[src/verilog/uehc_regs.vh]
// Purpose: constants for the endpoint handshake control block
// Assumes: byte-wide special function register space
// Notes: offsets are register indices on the plain register port
`ifndef UEHC_REGS_VH
`define UEHC_REGS_VH

// register offsets
`define UEHC_EP0_TX_CTRL 8'hEA
`define UEHC_EP12_TX_CTRL 8'hEB
`define UEHC_EP_EN_STALL 8'hEC
`define UEHC_STATUS 8'hE8

// endpoint 0 transmit control fields
`define UEHC_B_EP0_PID 7
`define UEHC_B_EP0_STALL 6
`define UEHC_B_EP0_TXEN 5
`define UEHC_B_EP0_RXEN 4

// endpoint 1/2 transmit control fields
`define UEHC_B_EP12_PID 7
`define UEHC_B_EP_SEL 6
`define UEHC_B_EP12_TXEN 5
`define UEHC_B_FRESUME 4

// enable / stall fields
`define UEHC_B_AUTO_AUTO_STATUS_OUT_REPLY 4
`define UEHC_B_EP2_EN 3
`define UEHC_B_EP1_EN 2
`define UEHC_B_EP2_STALL 1
`define UEHC_B_EP1_STALL 0

// status fields
`define UEHC_B_TX0_DONE 4
`define UEHC_B_RX0_DONE 3
`define UEHC_B_TX12_DONE 2
`define UEHC_B_RESUME 0

// reset values
`define UEHC_RST_BYTE 8'h00
`define UEHC_RST_NIB 4'h0

// token and handshake codes
`define UEHC_TOK_OUT 2'h0
`define UEHC_TOK_IN 2'h1
`define UEHC_TOK_SETUP 2'h2
`define UEHC_HS_NONE 2'h0
`define UEHC_HS_DATA 2'h1
`define UEHC_HS_NAK 2'h2
`define UEHC_HS_STALL 2'h3

`endif

[src/verilog/uehc_flag.v]
// Purpose: one sticky flag, hardware set, software clear
// Assumes: set and clear may coincide
// Notes: set wins over clear
`timescale 1ns/100ps
module uehc_flag (
	// clock and reset
	input wire clk,
	input wire rst,
	// control
	input wire set,
	input wire clr,
	// state
	output reg flag_q
);

// set has priority so no event is lost
always @(posedge clk) begin
	if (rst) begin
		flag_q <= 1'b0;
	end else if (set) begin
		flag_q <= 1'b1;
	end else if (clr) begin
		flag_q <= 1'b0;
	end
end

endmodule // uehc_flag

[src/verilog/uehc_decide.v]
// Purpose: handshake decision for one IN or OUT token
// Assumes: inputs stable in the token cycle
// Notes: purely combinational
`timescale 1ns/100ps
module uehc_decide (
	// conditions
	input wire stall,
	input wire nak,
	input wire auto_ack,
	// answer
	output reg [1:0] hs
);

`include "uehc_regs.vh"

// stall beats nak, auto reply beats nak
always @* begin
	if (stall) begin
		hs = `UEHC_HS_STALL;
	end else if (auto_ack) begin
		hs = `UEHC_HS_DATA;
	end else if (nak) begin
		hs = `UEHC_HS_NAK;
	end else begin
		hs = `UEHC_HS_DATA;
	end
end

endmodule // uehc_decide

[src/verilog/uehc_top.v]
// Purpose: endpoint transmit/receive handshake control for a low-speed function
// Assumes: token and ack events come one cycle wide from the packet engine
// Notes: status flags live here; packet engine and transceiver are outside
//        force-resume timing is left to software; there is no hold timer here
//        unmapped writes are ignored and reserved bits read zero
//
// Function
// - endpoint 0 pid bit picks DATA0 or DATA1; hardware never toggles it
// - shared pid bit picks DATA0/DATA1 for endpoints 1/2; software toggles it
// - endpoint 0 stall bit answers every endpoint 0 IN or OUT with STALL
// - SETUP token or reset clears the endpoint 0 stall bit
// - endpoint 0 IN gets NAK when transmit disabled or transmit done set
// - endpoint 0 OUT gets NAK when receive disabled or receive done set
// - two 4-bit transmit byte counts in bits 3..0, cleared by reset
// - select bit gives shared buffer to endpoint 1 (0) or 2 (1)
// - endpoint 2 IN gets NAK while select points at endpoint 1
// - endpoint 1/2 IN gets NAK when shared enable off or shared done set
// - force-resume bit drives K state onto the data lines
// - self-driven resume never sets the resume-detected flag
// - status-out bit auto-answers the OUT status stage of control read
// - endpoint 2 and 1 enable bits, cleared by reset
// - endpoint 2 and 1 stall bits, cleared by reset
// - endpoint 0 transmit done set on host ACK, software clears it
// - endpoint 0 receive done set on accepted packet, software clears it
// - shared transmit done set on host ACK of shared buffer data
//
// The plain strobed port was chosen for this implementation.
`timescale 1ns/100ps
module uehc_top (
	// clock and reset
	input wire clk,
	input wire rst,
	// register port
	input wire [7:0] reg_addr,
	input wire [7:0] reg_wdata,
	input wire reg_wr,
	input wire reg_rd,
	output reg [7:0] reg_rdata_q,
	// token from packet engine
	input wire tok_valid,
	input wire [1:0] tok_pid,
	input wire [1:0] tok_ep,
	input wire tok_status_stage,
	// transaction outcome from packet engine
	input wire host_ack_ep0,
	input wire host_ack_ep12,
	input wire rx_ok_ep0,
	input wire bus_activity,
	input wire suspended,
	// answer to packet engine
	output wire [1:0] handshake,
	output wire hs_valid,
	output wire data_pid_data1,
	output wire [3:0] tx_byte_count,
	// line drive for resume
	output wire drive_k,
	// resume status
	output wire resume_detected
);

`include "uehc_regs.vh"

// ************************************
// control registers
// ************************************
// software-owned control bits, one flip-flop each except the two 4-bit transmit byte counts
reg ep0_tx_data_pid_select_q;
reg ep0_force_stall_q;
reg ep0_transmit_enable_q;
reg ep0_receive_enable_q;
reg [3:0] ep0_tx_byte_count_q;
reg ep12_tx_data_pid_select_q;
reg shared_buffer_endpoint_select_q;
reg ep12_transmit_enable_q;
reg force_remote_wakeup_q;
reg [3:0] ep12_tx_byte_count_q;
reg auto_status_out_reply_q;
reg endpoint2_enable_q;
reg endpoint1_enable_q;
reg endpoint2_force_stall_q;
reg endpoint1_force_stall_q;

// hardware-set status flags
wire ep0_tx_done;
wire ep0_rx_done;
wire ep12_tx_done;
wire resume_flag;

// register write decode
wire wr_ctl0 = reg_wr && (reg_addr == `UEHC_EP0_TX_CTRL);
wire wr_ctl1 = reg_wr && (reg_addr == `UEHC_EP12_TX_CTRL);
wire wr_ctl2 = reg_wr && (reg_addr == `UEHC_EP_EN_STALL);
wire wr_stat = reg_wr && (reg_addr == `UEHC_STATUS);
wire setup_seen = tok_valid && (tok_pid == `UEHC_TOK_SETUP);

// status clears: a 0 written to a flag bit clears it, a 1 keeps it
wire clr_tx0 = wr_stat && !reg_wdata[`UEHC_B_TX0_DONE];
wire clr_rx0 = wr_stat && !reg_wdata[`UEHC_B_RX0_DONE];
wire clr_tx12 = wr_stat && !reg_wdata[`UEHC_B_TX12_DONE];
wire clr_res = wr_stat && !reg_wdata[`UEHC_B_RESUME];

// own K drive masks bus activity so a self resume is never flagged
wire resume_seen = bus_activity && suspended && !force_remote_wakeup_q;

// endpoint 0 transmit control
always @(posedge clk) begin
	if (rst) begin
		ep0_tx_data_pid_select_q <= 1'b0;
		ep0_force_stall_q <= 1'b0;
		ep0_transmit_enable_q <= 1'b0;
		ep0_receive_enable_q <= 1'b0;
		ep0_tx_byte_count_q <= `UEHC_RST_NIB;
	end else begin
		if (wr_ctl0) begin
			ep0_tx_data_pid_select_q <= reg_wdata[`UEHC_B_EP0_PID];
			ep0_force_stall_q <= reg_wdata[`UEHC_B_EP0_STALL];
			ep0_transmit_enable_q <= reg_wdata[`UEHC_B_EP0_TXEN];
			ep0_receive_enable_q <= reg_wdata[`UEHC_B_EP0_RXEN];
			ep0_tx_byte_count_q <= reg_wdata[3:0];
		end
		// setup clears stall, wins over write
		if (setup_seen && (tok_ep == 2'h0)) begin
			ep0_force_stall_q <= 1'b0;
		end
	end
end

// endpoint 1/2 transmit control
always @(posedge clk) begin
	if (rst) begin
		ep12_tx_data_pid_select_q <= 1'b0;
		shared_buffer_endpoint_select_q <= 1'b0;
		ep12_transmit_enable_q <= 1'b0;
		force_remote_wakeup_q <= 1'b0;
		ep12_tx_byte_count_q <= `UEHC_RST_NIB;
	end else if (wr_ctl1) begin
		ep12_tx_data_pid_select_q <= reg_wdata[`UEHC_B_EP12_PID];
		shared_buffer_endpoint_select_q <= reg_wdata[`UEHC_B_EP_SEL];
		ep12_transmit_enable_q <= reg_wdata[`UEHC_B_EP12_TXEN];
		force_remote_wakeup_q <= reg_wdata[`UEHC_B_FRESUME];
		ep12_tx_byte_count_q <= reg_wdata[3:0];
	end
end

// enable and stall control
always @(posedge clk) begin
	if (rst) begin
		auto_status_out_reply_q <= 1'b0;
		endpoint2_enable_q <= 1'b0;
		endpoint1_enable_q <= 1'b0;
		endpoint2_force_stall_q <= 1'b0;
		endpoint1_force_stall_q <= 1'b0;
	end else if (wr_ctl2) begin
		// bits 7 to 5 are reserved and not stored
		auto_status_out_reply_q <= reg_wdata[`UEHC_B_AUTO_AUTO_STATUS_OUT_REPLY];
		endpoint2_enable_q <= reg_wdata[`UEHC_B_EP2_EN];
		endpoint1_enable_q <= reg_wdata[`UEHC_B_EP1_EN];
		endpoint2_force_stall_q <= reg_wdata[`UEHC_B_EP2_STALL];
		endpoint1_force_stall_q <= reg_wdata[`UEHC_B_EP1_STALL];
	end
end

// ************************************
// token decision
// ************************************
// token decode
wire is_in = tok_pid == `UEHC_TOK_IN;
wire is_out = tok_pid == `UEHC_TOK_OUT;
wire ep_is0 = tok_ep == 2'h0;
wire ep_is1 = tok_ep == 2'h1;
wire ep_is2 = tok_ep == 2'h2;

// a token is judged in its own cycle from the register state before the edge;
// tokens to endpoint 1/2 OUT or to endpoint 3 fall through to NAK
reg cond_stall;
reg cond_nak;
reg cond_auto;

// per-endpoint stall and nak conditions
always @* begin
	cond_stall = 1'b0;
	cond_nak = 1'b1;
	cond_auto = 1'b0;
	if (ep_is0) begin
		cond_stall = ep0_force_stall_q;
		if (is_in) begin
			cond_nak = !ep0_transmit_enable_q || ep0_tx_done;
		end else begin
			cond_nak = !ep0_receive_enable_q || ep0_rx_done;
			cond_auto = auto_status_out_reply_q && tok_status_stage;
		end
	end else if (ep_is1 && is_in) begin
		cond_stall = endpoint1_force_stall_q;
		cond_nak = !ep12_transmit_enable_q || ep12_tx_done || !endpoint1_enable_q
			|| shared_buffer_endpoint_select_q;
	end else if (ep_is2 && is_in) begin
		cond_stall = endpoint2_force_stall_q;
		cond_nak = !ep12_transmit_enable_q || ep12_tx_done || !endpoint2_enable_q
			|| !shared_buffer_endpoint_select_q;
	end
end

uehc_decide u_decide (
	.stall(cond_stall),
	.nak(cond_nak),
	.auto_ack(cond_auto),
	.hs(handshake)
);

// answer qualifiers; pid and count follow the addressed endpoint
assign hs_valid = tok_valid && (is_in || is_out);
assign data_pid_data1 = ep_is0 ? ep0_tx_data_pid_select_q : ep12_tx_data_pid_select_q;
assign tx_byte_count = ep_is0 ? ep0_tx_byte_count_q : ep12_tx_byte_count_q;

assign drive_k = force_remote_wakeup_q;

// ************************************
// status flags
// ************************************
// each flag: an event sets it, a written 0 clears it, set wins a tie
// endpoint 0 transmit done
uehc_flag u_tx0 (
	.clk(clk),
	.rst(rst),
	.set(host_ack_ep0),
	.clr(clr_tx0),
	.flag_q(ep0_tx_done)
);

uehc_flag u_rx0 (
	.clk(clk),
	.rst(rst),
	.set(rx_ok_ep0),
	.clr(clr_rx0),
	.flag_q(ep0_rx_done)
);

uehc_flag u_tx12 (
	.clk(clk),
	.rst(rst),
	.set(host_ack_ep12),
	.clr(clr_tx12),
	.flag_q(ep12_tx_done)
);

// own resume never sets the flag
uehc_flag u_res (
	.clk(clk),
	.rst(rst),
	.set(resume_seen),
	.clr(clr_res),
	.flag_q(resume_flag)
);

// resume flag to the outside
assign resume_detected = resume_flag;

// ************************************
// read back
// ************************************
// registered read data, unmapped reads zero;
// a cycle with no read strobe returns zero so stale data never lingers
// status bit 1 has no flag behind it in this block
always @(posedge clk) begin
	if (rst) begin
		reg_rdata_q <= `UEHC_RST_BYTE;
	end else if (reg_rd) begin
		case (reg_addr)
			`UEHC_EP0_TX_CTRL: reg_rdata_q <= {ep0_tx_data_pid_select_q, ep0_force_stall_q,
				ep0_transmit_enable_q, ep0_receive_enable_q, ep0_tx_byte_count_q};
			`UEHC_EP12_TX_CTRL: reg_rdata_q <= {ep12_tx_data_pid_select_q,
				shared_buffer_endpoint_select_q, ep12_transmit_enable_q,
				force_remote_wakeup_q, ep12_tx_byte_count_q};
			`UEHC_EP_EN_STALL: reg_rdata_q <= {3'h0, auto_status_out_reply_q,
				endpoint2_enable_q, endpoint1_enable_q, endpoint2_force_stall_q,
				endpoint1_force_stall_q};
			`UEHC_STATUS: reg_rdata_q <= {3'h0, ep0_tx_done, ep0_rx_done, ep12_tx_done,
				1'b0, resume_flag};
			default: reg_rdata_q <= `UEHC_RST_BYTE;
		endcase
	end else begin
		reg_rdata_q <= `UEHC_RST_BYTE;
	end
end

endmodule // uehc_top

[config.mk]
export PLATFORM = sky130hd
export DESIGN_NAME = uehc_top
export DESIGN_NICKNAME = d
export VERILOG_FILES = /design/src/verilog/uehc_flag.v /design/src/verilog/uehc_decide.v /design/src/verilog/uehc_top.v
export VERILOG_INCLUDE_DIRS = /design/src /design/src/verilog
export SDC_FILE = /design/constraint.sdc
export NUM_CORES = 1
export LEC_CHECK = 0
export ABC_AREA = 1
export ABC_CLOCK_PERIOD_IN_PS = 1300
export BUFFER_PORTS_ARGS = -buffer_cell sky130_fd_sc_hd__buf_4
export CELL_PAD_IN_SITES_DETAIL_PLACEMENT = 0
export CELL_PAD_IN_SITES_GLOBAL_PLACEMENT = 2
export CORE_ASPECT_RATIO = 2
export CORE_UTILIZATION = 27
export DETAILED_ROUTE_END_ITERATION = 6
export HOLD_SLACK_MARGIN = 0.06
export MAX_ROUTING_LAYER = met4
export PLACE_DENSITY_LB_ADDON = 0.1
export SYNTH_ARGS = -nofsm -noshare
export SYNTH_HDL_FRONTEND = slang
export SYNTH_HIERARCHICAL = 1
export SYNTH_SLANG_ARGS = --single-unit
[constraint.sdc]
create_clock -name clk -period 1.3 [get_ports clk]
set_clock_uncertainty 0.2 [all_clocks]
set_input_delay 0.195 -clock clk [delete_from_list [all_inputs] [get_ports clk]]
set_output_delay 0.195 -clock clk [all_outputs]
set_load 0.05 [all_outputs]
==> results.sh, run 1 <==
export IMPL_portBuffers=48
export IMPL_fp_dieW_um=62.3
export IMPL_drive_gt1_frac=0.415
export IMPL_power_switching_uw=656
export IMPL_vias=2134
export IMPL_mostFrequentLayoutCell="nand2_1"
export IMPL_grt_pass1_vias=2105
export IMPL_antenna_found_initial=0
export IMPL_violations="setup timing"
export IMPL_cts_buffer_depth=2
export IMPL_clk_pin_slew_ps=50
export IMPL_grt_pass1_wl_mm=10.2
export IMPL_cpLargestDelayFamily="simple AND/OR/NAND/NOR gates"
export IMPL_fin_area_um2=3260
export IMPL_max_freq_mhz=577
export IMPL_drtPass1Iterations=4
export IMPL_total_leakage_power_nw=1.63
export IMPL_synth_seq_cells=33
export IMPL_switching_share=0.249
export IMPL_routed_wl_mm=6.39
export IMPL_status="complete, but fails checks"
export IMPL_dp_hpwl_mm=4.95
export IMPL_grt_setup_unrepaired="true"
export IMPL_cts_sinks=33
export IMPL_start_util=0.281
export IMPL_synthesis_area_um2=1960
export IMPL_path_buf_inv=2
export IMPL_relSlewSlack=0.814
export IMPL_ir_drop_uv=735
export IMPL_setup_worst_path_end_class="output pin"
export IMPL_cpMaxStageDelayCell="dfxtp_4"
export IMPL_slew_viol_final=0
export IMPL_dpl_cell_area_um2=2800
export IMPL_finalHoldViolations=0
export IMPL_p_int_mw=1.98
export IMPL_nFillCells=776
export IMPL_netlist_instances=311
export IMPL_wl_per_cell_um=12.7
export IMPL_cts_tree="yes"
export IMPL_holdWs_ps=59.2
export IMPL_viasPerCell=4.25
export IMPL_yosys_warnings=6
export IMPL_grt_ovfl_total=0
export IMPL_regMostFlops="reg_rdata_q"
export IMPL_rows=43
export IMPL_yosysUniqueCellTypes=24
export IMPL_core_um2=6990
export IMPL_antenna_cells=0
export IMPL_fp_dieH_um=123
export IMPL_synth_ff_type="dfxtp_1"
export IMPL_fin_crit_sh=1.33
export IMPL_area_growth_pct=66.1
export IMPL_drv_cap=0
export IMPL_cts_inserted_buffers=5
export IMPL_async_flop_share=0
export IMPL_crit_type="flop to output pin"
export IMPL_synth_edf_count=0
export IMPL_grt_util_all_layers=0.188
export IMPL_largest_reg_flops=8
export IMPL_drc=0
export IMPL_finalSetupViolCount=7
export IMPL_die_area_um2=7640
export IMPL_crit_chain="inv_2, nand2_2, nor2_2, nand3_1, nand3_1, nand2_2, nand2_2, nand2_4, buf_6"
export IMPL_hold_path_class="primary input to flop"
export IMPL_crit_fanout=4
export IMPL_htreeDepth=2
export IMPL_layout_common_cells="nand2_1, buf_4, inv_1, nand3_1, dfxtp_1"
export IMPL_worstMarginPinSlew_ps=277
export IMPL_combPwrFrac=0.161
export IMPL_fin_nets=443
export IMPL_synth_seq_area_share=0.336
export IMPL_syn_area_per_cell_um2=6.32
export IMPL_crit_arrival_ps=1340
export IMPL_gp_congestion=0.813
export IMPL_max_stage_delay_ps=350
export IMPL_cp_data_required_time_ps=900
export IMPL_clkLatencyLatePin_ps=280
export IMPL_ant_nets=0
export IMPL_final_util=0.466
export IMPL_power_density_nw_per_um2=807
export IMPL_min_period_ps=1730
export IMPL_start_kind="flop"
export IMPL_path_common_cell="nand2_2"
export IMPL_clkPwrFrac=0.447
export IMPL_setup_slack_ps=-434
export IMPL_synth_fp_nets=342
export IMPL_top_regs="reg_rdata_q: 8 flops, ep0_tx_byte_count_q: 4 flops, ep12_tx_byte_count_q: 4 flops"
export IMPL_clock_root_buffer="clkbuf_16"
export IMPL_drt_iter0_drc=47
export IMPL_grt_max_degree=12
export IMPL_pin_count=49
export IMPL_power_frac_seq=0.391
==> cells in the mapped netlist, types with 2 or more instances <==
cell	count	area, um2
a21oi_2	4	35.0
buf_4	2	15.0
o21ai_0	6	30.0
o21ai_1	5	25.0
nand2_4	3	33.8
inv_1	66	248
dfxtp_1	33	661
a21oi_1	8	40.0
nor2_8	4	80.1
inv_4	2	12.5
nor3_1	2	10.0
nor2_2	16	100
nand2_1	89	334
nor2_4	2	22.5
nand3_1	31	155
nor2_1	28	105
nand2_2	3	18.8
==> routing by layer <==
layer | share of wire | global-route usage | vias up
met3 | 0.025 | 0.0260 | 11
li1 | - | - | 1129
met4 | 0.033 | 0.0988 | 0
met2 | 0.57 | 0.354 | 37
met5 | 0 | - | -
met1 | 0.38 | 0.184 | 957
==> final cells by class <==
type	count	area, um2	share of cell area
multi-input combinational	204	1180	0.361
timing repair buffer	98	866	0.265
sequential	33	676	0.207
inverter	70	289	0.0886
clock buffer	7	143	0.0437
tap	90	113	0.0345
==> logic make-up (layout without fill, tap and decap cells) <==
kind of cell / count (synthesis) / after routing / synth area share
AND/OR/NAND/NOR: 179 / 180 / 0.441
buffers and inverters: 75 / 175 / 0.153
flip-flops: 33 / 33 / 0.336
AO/OA/AOI/OAI: 24 / 24 / 0.0701
==> worst paths after layout <==
check	start	endpoint	slack, ps	depth (start not counted)
max	u_tx12/flag_q	handshake[1]	-430	9
max reg2reg	u_tx12/flag_q	reg_rdata_q[2]	70	6
min reg2reg	ep12_tx_data_pid_select_q	reg_rdata_q[7]	290	2
min	rst	u_tx12/flag_q	60	3
==> power by group through the flow <==
stage	clock network [mW]	registers, mW	logic (mW)
6_report	1.18	1.03	0.425
3_5_place_dp	0	1.05	0.364
3_3_place_gp	0	1.05	0.362
4_1_cts	1.20	1.03	0.419
5_1_grt	1.25	1.03	0.462
2_1_floorplan	0	1.06	0.169
==> what timing repair did <==
action                     in CTS  in global routing
setup endpoints to repair       7                 19
pin swaps                       6                  7
hold endpoints to repair       14                  0
hold buffers                   13                  0
setup buffers                   4                  2
gates resized for setup        31                 19
gates cloned                    0                  1
==> metrics by stage <==
stage	power (mW)	TNS, ps	std cells	setup WS, ps
final	2.63	-1200	502	-434
after global routing	2.74	-1600	502	-533
after CTS	2.65	-1260	501	-444
after detailed placement	1.42	-6780	477	-325
after global placement	1.42	-6610	477	-321
after floorplan	1.23	-0.888	311	-0.888
==> worst reg2reg max path, cell delays in order, from the launching register on <==
cell     delay (ps)
dfxtp_4         350
buf_4           130
buf_4           120
nand3_1          70
nand2_1          60
nor2_2          140
nor2_1           50
Power figures use the tool's default switching activity.
==> inputs of run 2 (changes only) <==
--- a/config.mk
+++ b/config.mk
@@ -8,7 +8,7 @@
 export LEC_CHECK = 0
 export ABC_AREA = 1
 export ABC_CLOCK_PERIOD_IN_PS = 1300
-export BUFFER_PORTS_ARGS = -buffer_cell sky130_fd_sc_hd__buf_4
+export BUFFER_PORTS_ARGS = -buffer_cell sky130_fd_sc_hd__buf_2
 export CELL_PAD_IN_SITES_DETAIL_PLACEMENT = 0
 export CELL_PAD_IN_SITES_GLOBAL_PLACEMENT = 2
 export CORE_ASPECT_RATIO = 2
@@ -16,7 +16,7 @@
 export DETAILED_ROUTE_END_ITERATION = 6
 export HOLD_SLACK_MARGIN = 0.06
 export MAX_ROUTING_LAYER = met4
-export PLACE_DENSITY_LB_ADDON = 0.1
+export PLACE_DENSITY = 0.86
 export SYNTH_ARGS = -nofsm -noshare
 export SYNTH_HDL_FRONTEND = slang
 export SYNTH_HIERARCHICAL = 1
==> results.sh, run 2 (synthesized netlist as in run 1, its figures left out) <==
export IMPL_min_period_ps=1700
export IMPL_clk_pin_slew_ps=50
export IMPL_viasPerCell=4.22
export IMPL_relSlewSlack=0.833
export IMPL_crit_arrival_ps=1300
export IMPL_finalSetupViolCount=7
export IMPL_r2r_start="auto_status_out_reply_q"
export IMPL_clock_root_buffer="clkbuf_16"
export IMPL_rows=43
export IMPL_max_freq_mhz=590
export IMPL_area_growth_pct=61.1
export IMPL_drive_gt1_frac=0.427
export IMPL_start_kind="flop"
export IMPL_fp_dieH_um=123
export IMPL_rr_endpoint="reg_rdata_q[4]"
export IMPL_cts_inserted_buffers=5
export IMPL_layout_common_cells="nand2_1, inv_1, buf_2, buf_4, nand3_1"
export IMPL_top_regs="reg_rdata_q: 8 flops, ep0_tx_byte_count_q: 4 flops, ep12_tx_byte_count_q: 4 flops"
export IMPL_drc=0
export IMPL_final_util=0.452
export IMPL_core_um2=6990
export IMPL_status="complete, but fails checks"
export IMPL_reg2reg_slack_ps=150
export IMPL_drt_iter0_drc=69
export IMPL_portBuffers=48
export IMPL_cp_endpoint="handshake[1]"
export IMPL_start_util=0.281
export IMPL_worstMarginPinSlew_ps=253
export IMPL_cp_data_required_time_ps=900
export IMPL_grt_setup_unrepaired="true"
export IMPL_violations="setup timing"
export IMPL_antenna_cells=0
export IMPL_multi_input_area_um2=1120
export IMPL_mostFrequentLayoutCell="nand2_1"
export IMPL_crit_start="ep12_transmit_enable_q"
export IMPL_clkLatencyLatePin_ps=280
export IMPL_finalHoldViolations=0
export IMPL_fin_nets=447
export IMPL_setup_worst_path_end_class="output pin"
export IMPL_cts_sinks=33
export IMPL_hold_path_class="primary input to flop"
export IMPL_dp_hpwl_mm=4.65
export IMPL_htreeDepth=2
export IMPL_grt_pass1_wl_mm=9.51
export IMPL_setup_slack_ps=-395
export IMPL_fin_area_um2=3160
export IMPL_cts_buffer_depth=2
export IMPL_crit_fanout=2
export IMPL_nFillCells=782
export IMPL_min_delay_start="bus_activity"
export IMPL_drtPass1Iterations=7
export IMPL_routed_wl_mm=5.99
export IMPL_antenna_found_initial=0
export IMPL_wl_per_cell_um=11.8
export IMPL_power_density_nw_per_um2=843
export IMPL_slew_viol_final=0
export IMPL_die_area_um2=7640
export IMPL_crit_type="flop to output pin"
export IMPL_gp_congestion=0.829
export IMPL_ir_drop_uv=657
export IMPL_grt_ovfl_total=0
export IMPL_vias=2139
export IMPL_finalPower_mw=2.67
export IMPL_ant_nets=0
export IMPL_total_leakage_power_nw=1.62
export IMPL_grt_max_degree=14
export IMPL_pin_count=49
export IMPL_fin_crit_sh=1.30
export IMPL_regArea_um2=676
export IMPL_grt_util_all_layers=0.171
export IMPL_drv_cap=0
export IMPL_fp_dieW_um=62.3
export IMPL_regMostFlops="reg_rdata_q"
export IMPL_largest_reg_flops=8
export IMPL_cts_tree="yes"
export IMPL_dpl_cell_area_um2=2670
export IMPL_rr_worst_depth=5
export IMPL_grt_pass1_vias=2027
[run 2: changes by cell type in the layout (fill, tap and decap cells not counted), moves of 4 or more]
cell     change
buf_2       +37
buf_4       -32
dfxtp_1      -4
dfxtp_2      +6
inv_1        -5
inv_2        +5
nand2_1      +6
[run 2: layer usage]
layer  vias to the layer above  GRT usage  routed length, um
li1                       1133          -                  -
met1                       945      0.159               2230
met2                        46      0.332               3360
met3                        15     0.0232                140
met4                         0     0.0930                267
met5                         -          -                  0
[run 2: final cells by class]
cell class,count,share of cell area
Clock buffer,7,0.0482
Tap cell,90,0.0356
Inverter,70,0.0913
Sequential cell,33,0.214
Multi-Input combinational cell,203,0.353
Clock inverter,1,0.00158
Timing Repair Buffer,103,0.257
[run 2: repair_timing]
item,CTS,global route
setup endpoints to repair,9,14
gates cloned,1,0
buffers inserted,6,2
resized for setup,46,13
endpoints found under the hold margin,13,0
hold buffers,13,0
pin swaps,12,10
[run 2: critical path: stages (launching register included)]
cell and delay [ps]:
dfxtp_2 330, inv_2 40, nor2_1 90, nand4_1 100, nand3_2 90, nand2_2 80
nand2_2 90, nand2_4 50, buf_8 150
[run 2: worst min-delay path by stage]
stage | to | cells past startpoint
final | u_res/flag_q | 5
after CTS | u_res/flag_q | 5
after detailed placement | u_tx12/flag_q | 3
after global placement | u_tx12/flag_q | 3
after floorplan | u_tx12/flag_q | 1
after global routing | shared_buffer_endpoint_select_q | 5
[run 2: through the flow]
stage | cells | setup TNS (ps) | hold WS [ps] | setup WS [ps]
2_1_floorplan | 311 | -0.888 | 50.1 | -0.888
3_3_place_gp | 478 | -6140 | 255 | -369
3_5_place_dp | 478 | -6440 | 248 | -395
4_1_cts | 506 | -1070 | 64.3 | -434
5_1_grt | 507 | -1300 | 84.6 | -497
6_report | 507 | -938 | 63.1 | -395
[run 2: power breakdown]
| group | switching [mW] | total [mW] | internal (mW) |
|---|---|---|---|
| logic | 0.211 | 0.388 | 0.177 |
| registers | 0.00910 | 1.03 | 1.02 |
| clock network | 0.438 | 1.25 | 0.810 |
